## src/shared/scie_defines.svh

```systemverilog
// Bit positions, buffer sizes and reset values for the card port irq logic.
`ifndef SCIE_DEFINES_SVH
`define SCIE_DEFINES_SVH
`define SCIE_EN_TIMER0 3
`define SCIE_EN_TERR 2
`define SCIE_EN_TXE 1
`define SCIE_EN_RXLVL 0
`define SCIE_ST_RX_BUFFER_OVERFLOW_FLAG 0
`define SCIE_ST_PARITY 4
`define SCIE_ST_FRAME 5
`define SCIE_ST_BREAK 6
`define SCIE_ST_TX_BUFFER_OVERFLOW_FLAG 8
`define SCIE_ST_RXRETRY 22
`define SCIE_ST_TXRETRY 30
`define SCIE_CTL_TRG_HI 7
`define SCIE_CTL_TRG_LO 6
`define SCIE_EN_RESET 4'h0
`define SCIE_FLAGS_RESET 4'h2
`define SCIE_RX_DEPTH 4
`define SCIE_CNT_W 3
`endif

```

## src/shared/scie_pkg.sv

```systemverilog
// Types shared by the card port interrupt enable logic.
package scie_pkg;
  // Event inputs from the receiver, transmitter and timer.
  typedef struct packed {
    logic timer0_event;
    logic tx_empty;
    logic rx_timeout_event;
    logic rx_read;
    logic [2:0] rx_count;
  } scie_events_t;
  // Individual transfer error status flags.
  typedef struct packed {
    logic rx_break_error_flag;
    logic frame_error_flag;
    logic parity_error_flag;
    logic rx_buffer_overflow_flag;
    logic tx_buffer_overflow_flag;
    logic rx_retry_over_limit_flag;
    logic tx_retry_over_limit_flag;
  } scie_errors_t;
  // Receive trigger level encodings.
  typedef enum logic [1:0] {
    SCIE_TRG_1 = 2'b00,
    SCIE_TRG_2 = 2'b01,
    SCIE_TRG_3 = 2'b10,
    SCIE_TRG_R = 2'b11
  } scie_trg_t;
endpackage : scie_pkg

```

## src/hw/scie_gate.sv

```systemverilog
// One flag, enable pair feeding the interrupt OR.
`timescale 1ns/1ns
module scie_gate (
  // Flag and its enable.
  input wire logic flag,
  input wire logic enable,
  // Gated request.
  output logic req
);
  // The request passes only while enabled.
  assign req = flag & enable;
endmodule : scie_gate

```

## src/hw/scie_irq.sv

```systemverilog
// Low enable bits of the card port interrupt controller.
// Operation
// Enable bit 3 lets timer 0 events raise the interrupt only when set.
// Enable bit 2 lets transfer errors raise the interrupt only when set.
// Break, frame and parity errors (status 6, 5, 4) are transfer errors.
// Rx overflow, tx overflow and both retry limits are transfer errors.
// Enable bit 1 lets an empty transmit buffer raise the interrupt.
// Enable bit 0 gates the rx count reaching the trigger level in ctl 7:6.
// The rx timeout flag is read only and clears when the buffer drains.
// The request is the OR of every set flag whose enable is set.
`timescale 1ns/1ns
`include "scie_defines.svh"
module scie_irq (
  // Clock, reset and enable.
  input wire logic clock,
  input wire logic resetn,
  input wire logic clk_en,
  // Software controls.
  input wire logic [3:0] irq_enable,
  input wire logic [1:0] rx_trigger_level,
  input wire logic [3:0] flag_clear,
  // Event sources.
  input wire scie_pkg::scie_events_t events,
  input wire scie_pkg::scie_errors_t errors,
  // Status and request.
  output logic [31:0] card_port_status_reg,
  output logic [3:0] irq_flags,
  output logic rx_timeout_flag,
  output logic irq
);
  import scie_pkg::*;

  // Flags reset as one word; the tx empty flag starts high.
  localparam logic [3:0] FLAGS_RST = `SCIE_FLAGS_RESET;

  // Registers and their next values.
  logic [3:0] en_q;
  logic tmr_fl_q;
  logic tmr_fl_d;
  logic terr_fl_q;
  logic terr_fl_d;
  logic txe_fl_q;
  logic rxl_fl_q;
  logic [3:0] flag_vec;
  logic tmo_q;
  logic terr;
  logic rx_hit;
  logic [2:0] level;
  logic [3:0] req;
  logic [31:0] stat_d;
  logic irq_q;

  //////////////////////////////////////////////////////////////////////////
  // Enable register captured from software.
  always_ff @(posedge clock or negedge resetn) begin
    if (!resetn) begin
      en_q <= `SCIE_EN_RESET;
    end else if (clk_en) begin
      en_q <= irq_enable;
    end
  end

  //////////////////////////////////////////////////////////////////////////
  // Transfer error sources combined into one event.
  assign terr = errors.rx_break_error_flag | errors.frame_error_flag |
                errors.parity_error_flag |
                errors.rx_buffer_overflow_flag |
                errors.tx_buffer_overflow_flag |
                errors.rx_retry_over_limit_flag |
                errors.tx_retry_over_limit_flag;

  // Trigger level decode; the reserved code behaves as one byte.
  always_comb begin
    case (scie_trg_t'(rx_trigger_level))
      SCIE_TRG_2: level = 3'h2;
      SCIE_TRG_3: level = 3'h3;
      default: level = 3'h1;
    endcase
  end
  assign rx_hit = events.rx_count >= level;

  //////////////////////////////////////////////////////////////////////////
  // Timer 0 flag next value; a new event wins over a clear in one cycle.
  always_comb begin
    tmr_fl_d = tmr_fl_q & ~flag_clear[`SCIE_EN_TIMER0];
    if (events.timer0_event) begin
      tmr_fl_d = 1'b1;
    end
  end

  // Timer 0 flag register; it stays set until software clears it.
  always_ff @(posedge clock or negedge resetn) begin
    if (!resetn) begin
      tmr_fl_q <= FLAGS_RST[`SCIE_EN_TIMER0];
    end else if (clk_en) begin
      tmr_fl_q <= tmr_fl_d;
    end
  end

  //////////////////////////////////////////////////////////////////////////
  // Transfer error flag next value; a new error wins over a clear too.
  always_comb begin
    terr_fl_d = terr_fl_q & ~flag_clear[`SCIE_EN_TERR];
    if (terr) begin
      terr_fl_d = 1'b1;
    end
  end

  // Transfer error flag register; an error source that stays high keeps
  // setting it, so software must remove the cause before clearing.
  always_ff @(posedge clock or negedge resetn) begin
    if (!resetn) begin
      terr_fl_q <= FLAGS_RST[`SCIE_EN_TERR];
    end else if (clk_en) begin
      terr_fl_q <= terr_fl_d;
    end
  end

  //////////////////////////////////////////////////////////////////////////
  // Tx empty flag follows the buffer state one cycle late; no clear needed.
  always_ff @(posedge clock or negedge resetn) begin
    if (!resetn) begin
      txe_fl_q <= FLAGS_RST[`SCIE_EN_TXE];
    end else if (clk_en) begin
      txe_fl_q <= events.tx_empty;
    end
  end

  // Rx level flag follows the count against the trigger level.
  always_ff @(posedge clock or negedge resetn) begin
    if (!resetn) begin
      rxl_fl_q <= FLAGS_RST[`SCIE_EN_RXLVL];
    end else if (clk_en) begin
      rxl_fl_q <= rx_hit;
    end
  end

  //////////////////////////////////////////////////////////////////////////
  // Flags gathered into one word at their enable bit positions.
  // The vector is wiring only, so irq_flags still comes straight from flops.
  always_comb begin
    flag_vec = 4'h0;
    flag_vec[`SCIE_EN_TIMER0] = tmr_fl_q;
    flag_vec[`SCIE_EN_TERR] = terr_fl_q;
    flag_vec[`SCIE_EN_TXE] = txe_fl_q;
    flag_vec[`SCIE_EN_RXLVL] = rxl_fl_q;
  end

  //////////////////////////////////////////////////////////////////////////
  // Timeout flag sets on timeout, clears once the rx buffer is empty.
  always_ff @(posedge clock or negedge resetn) begin
    if (!resetn) begin
      tmo_q <= 1'b0;
    end else if (clk_en) begin
      if (events.rx_timeout_event && events.rx_count != 3'h0) begin
        tmo_q <= 1'b1;
      end else if (events.rx_count == 3'h0) begin
        tmo_q <= 1'b0;
      end
    end
  end

  //////////////////////////////////////////////////////////////////////////
  // Per-source gating; a masked flag still shows in irq_flags, so software
  // can poll a source it has chosen not to take interrupts from.
  scie_gate u_g_tmr0 (
    .flag(flag_vec[`SCIE_EN_TIMER0]),
    .enable(en_q[`SCIE_EN_TIMER0]),
    .req(req[3])
  );
  scie_gate u_g_terr (
    .flag(flag_vec[`SCIE_EN_TERR]),
    .enable(en_q[`SCIE_EN_TERR]),
    .req(req[2])
  );
  scie_gate u_g_txe (
    .flag(flag_vec[`SCIE_EN_TXE]),
    .enable(en_q[`SCIE_EN_TXE]),
    .req(req[1])
  );
  scie_gate u_g_rx (
    .flag(flag_vec[`SCIE_EN_RXLVL]),
    .enable(en_q[`SCIE_EN_RXLVL]),
    .req(req[0])
  );

  // Status word with error bits at their positions.
  always_comb begin
    stat_d = 32'h0000_0000;
    stat_d[`SCIE_ST_BREAK] = errors.rx_break_error_flag;
    stat_d[`SCIE_ST_FRAME] = errors.frame_error_flag;
    stat_d[`SCIE_ST_PARITY] = errors.parity_error_flag;
    stat_d[`SCIE_ST_RX_BUFFER_OVERFLOW_FLAG] = errors.rx_buffer_overflow_flag;
    stat_d[`SCIE_ST_TX_BUFFER_OVERFLOW_FLAG] = errors.tx_buffer_overflow_flag;
    stat_d[`SCIE_ST_RXRETRY] = errors.rx_retry_over_limit_flag;
    stat_d[`SCIE_ST_TXRETRY] = errors.tx_retry_over_limit_flag;
  end

  //////////////////////////////////////////////////////////////////////////
  // Request register; it lags the flags by one edge, so a source that is
  // cleared still shows on the pin for one more cycle.
  always_ff @(posedge clock or negedge resetn) begin
    if (!resetn) begin
      irq_q <= 1'b0;
    end else if (clk_en) begin
      irq_q <= |req;
    end
  end

  // Status word register; a pass-through of the error inputs.
  always_ff @(posedge clock or negedge resetn) begin
    if (!resetn) begin
      card_port_status_reg <= 32'h0000_0000;
    end else if (clk_en) begin
      card_port_status_reg <= stat_d;
    end
  end

  // Outputs straight from their registers.
  assign irq = irq_q;
  assign irq_flags = flag_vec;
  assign rx_timeout_flag = tmo_q;
endmodule : scie_irq

```

## config.mk

```make
export PLATFORM = sky130hd
export DESIGN_NAME = scie_irq
export DESIGN_NICKNAME = d
export VERILOG_FILES = /design/src/shared/scie_pkg.sv /design/src/hw/scie_gate.sv /design/src/hw/scie_irq.sv
export VERILOG_INCLUDE_DIRS = /design/src /design/src/shared
export SDC_FILE = /design/constraint.sdc
export NUM_CORES = 1
export LEC_CHECK = 0
export BUFFER_PORTS_ARGS = -buffer_cell sky130_fd_sc_hd__buf_4
export CAP_MARGIN = 40
export CORE_MARGIN = 2
export CORE_UTILIZATION = 30
export CTS_BUF_LIST = sky130_fd_sc_hd__clkbuf_16
export DETAILED_ROUTE_END_ITERATION = 10
export PLACE_DENSITY = 0.69
export SYNTH_ARGS = -nofsm -noshare
export SYNTH_HDL_FRONTEND = slang
export SYNTH_SLANG_ARGS = --single-unit
```

## constraint.sdc

```tcl
create_clock -name clock -period 1.65 [get_ports clock]
set_input_delay 0.2475 -clock clock [delete_from_list [all_inputs] [get_ports clock]]
set_output_delay 0.2475 -clock clock [all_outputs]
set_load 0.01 [all_outputs]
```

==> metrics.yaml <==
synth:
  synth_edf_count: 0
  synth.avg_cell_area_um2: 11.14
  synth_top_family_by_area: "buffers and inverters"
  synth-seq-area-share_pct: 44.52
  synth-xor-area-share_pct: 0
  syn_area_um2: 958.4
  synth_mux_area_share_pct: 14.10
  syn-instance-count: 86
  synth_top_flop_cell: "dfrtp_1"
  ys_ff_latch: 17
  synth_warnings: 0
  synth-simple-area-share_pct: 5.222
  synthAdderAreaFrac_pct: 3.916
  ys_types: 18
  synth_compound_area_share_pct: 6.527
  synth_async_sr_flop_share_pct: 100.0
timing:
  clock_skew_ps: 1.779
  finalMaxSlewViolations: 0
  rsz0062_at_grt: "no"
  fmax_ghz: 0.8686
  tns_ps: 0
  hold_violations: 0
  period_minus_slack_ps: 1151
  timing.final.crit_share_pct: 69.77
  timing.hold.ws_ps: 230.8
  setup_violations: 0
routing:
  vias: 642
  drtAntennaViolNets: 0
  routed_wl_mm: 1.719
  drc: 0
  drtPass1Iterations: 4
  vias_per_cell: 3.915
  wl_per_cell_um: 10.48
  drt_iter0_markers: 3
die:
  die_h_um: 60.52
  start_util_pct: 31.39
  rows: 20
  die-area_mm2: 0.003663
  io_pins: 65
  die_x_um: 60.52
  core_mm2: 0.003053
clock_network:
  root_buffer: "clkbuf_16"
  clock_latency_ps: 250
  cts_tree: "done"
  postCtsSetupRepairBufs: 0
  clockBufferDepth: 2
  clk_pin_slew_worst_paths_ps: 50
  cts-resized-gates: 0
  numCtsBuffers: 3
  numClockSinks: 17
  cts_htree_levels: 1
  cts_hold_buf: 1
worst_setup_path:
  slowest_stage: "dfstp_2"
  cp_top_family: "flip-flops"
  required_ps: 1400
  crit_buf_inv: 1
  crit_path_max_incr_delay_ps: 540
  critPathLaunchType: "flip-flop"
  crit_fanout: 3
  critPathArrivalTime_ps: 900
  critical_path.cell_chain: "buf_4"
  crit_type: "reg -> out"
  end_kind: "output port"
hold_path:
  min_path_type: "in -> reg"
placement:
  placed_area_mm2: 0.001146
  dp_cells: 159
  gp_congestion: 0.6514
  dpl.hpwl_mm: 1.396
  portBuffers: 36
cells_and_area:
  stdcell_area_mm2: 0.001235
  n_antenna_cell: 0
  final_layout_size_suffix_gt1_share_pct: 45.00
  final_common_cell: "buf_4"
  syn2layout_area_growth_pct: 28.85
  fin_util_pct: 40.45
  largest_register_ffs: 7
  nNetsFinal: 151
  final_cell_mix: "36 x buf_4, 25 x conb_1, 16 x dfrtp_1"
  stdcell_count: 164
  nFillCells: 325
pwr:
  peakVddDrop_mv: 0.5179
  leakage_nw: 0.6181
  p_per_area_mw_per_mm2: 959.9
flow_run:
  drv_cap: 0
run_status:
  status: "finished, final reports clean"
grt:
  grt_max_degree: 23
  first_global_vias: 614
  grt_pass1_wl_mm: 2.546
  grt_overflow: 0
  antenna_found_initial: 0
  gr-usage-all-layers_pct: 9.800
-- Yosys cell counts, types with 2 or more instances --
| cell | count | area, µm² |
|---|---|---|
| buf_4 | 29 | 217.7 |
| dfrtp_1 | 16 | 400.4 |
| mux2_2 | 12 | 135.1 |
| inv_1 | 4 | 15.01 |
| nand2_1 | 4 | 15.01 |
| nor2_1 | 4 | 15.01 |
| ha_1 | 3 | 37.54 |
| a22oi_1 | 2 | 15.01 |
| a31oi_1 | 2 | 12.51 |
| buf_2 | 2 | 10.01 |
-- final cells by class --
type	instances	area, µm²	area share, %
flip-flops and latches	17	426.7	34.55
repair buffers	37	280.3	22.70
inverters	4	15.01	1.216
multi-input cells	58	379.1	30.70
clock buffers	3	75.07	6.079
clock inverters	1	3.754	0.3040
well taps	44	55.05	4.458
-- report_power, final --
part | internal (mW) | switching [mW]
sequential | 0.463 | 0.0266
combinational | 0.121 | 0.105
clock | 0.321 | 0.149
-- stage by stage --
step                      worst slack [ps]  total power [mW]
after floorplan                      509.0            0.6572
after global placement               290.7            0.7145
after detailed placement             283.2            0.7254
after CTS                            488.7             1.210
after global routing                 468.3             1.254
final                                498.8             1.185
-- path summary, 6_finish.rpt --
kind	depth (start not counted)	slack, ps	from	to
worst max-delay path	1	500	txe_fl_q	irq_flags[1]
worst min-delay path	2	230	events[6]	tmr_fl_q
worst max register to register	2	800	txe_fl_q	irq
worst min register to register	1	500	card_port_status_reg[6]	card_port_status_reg[6]
max in group asynchronous	2	1000	resetn	txe_fl_q
min in group asynchronous	2	400	resetn	tmr_fl_q
-- routing by layer --
metal	track usage, %	up-vias	share of wire (%)	wire, µm
li1	-	300	-	-
met1	9.067	296	35	595
met2	18.32	44	51	875
met3	5.544	2	13	230
met4	2.795	0	1.0	18
met5	0	-	0	0
-- cells by family after synthesis --
family	count (synthesis)
buffers and inverters	35
flip-flops	17
multiplexers	12
AND/OR/NAND/NOR	10
AO/OA/AOI/OAI	8
adder cells (fa/ha/maj)	3
other	1
No activity file was read; power rests on OpenSTA's default activity.
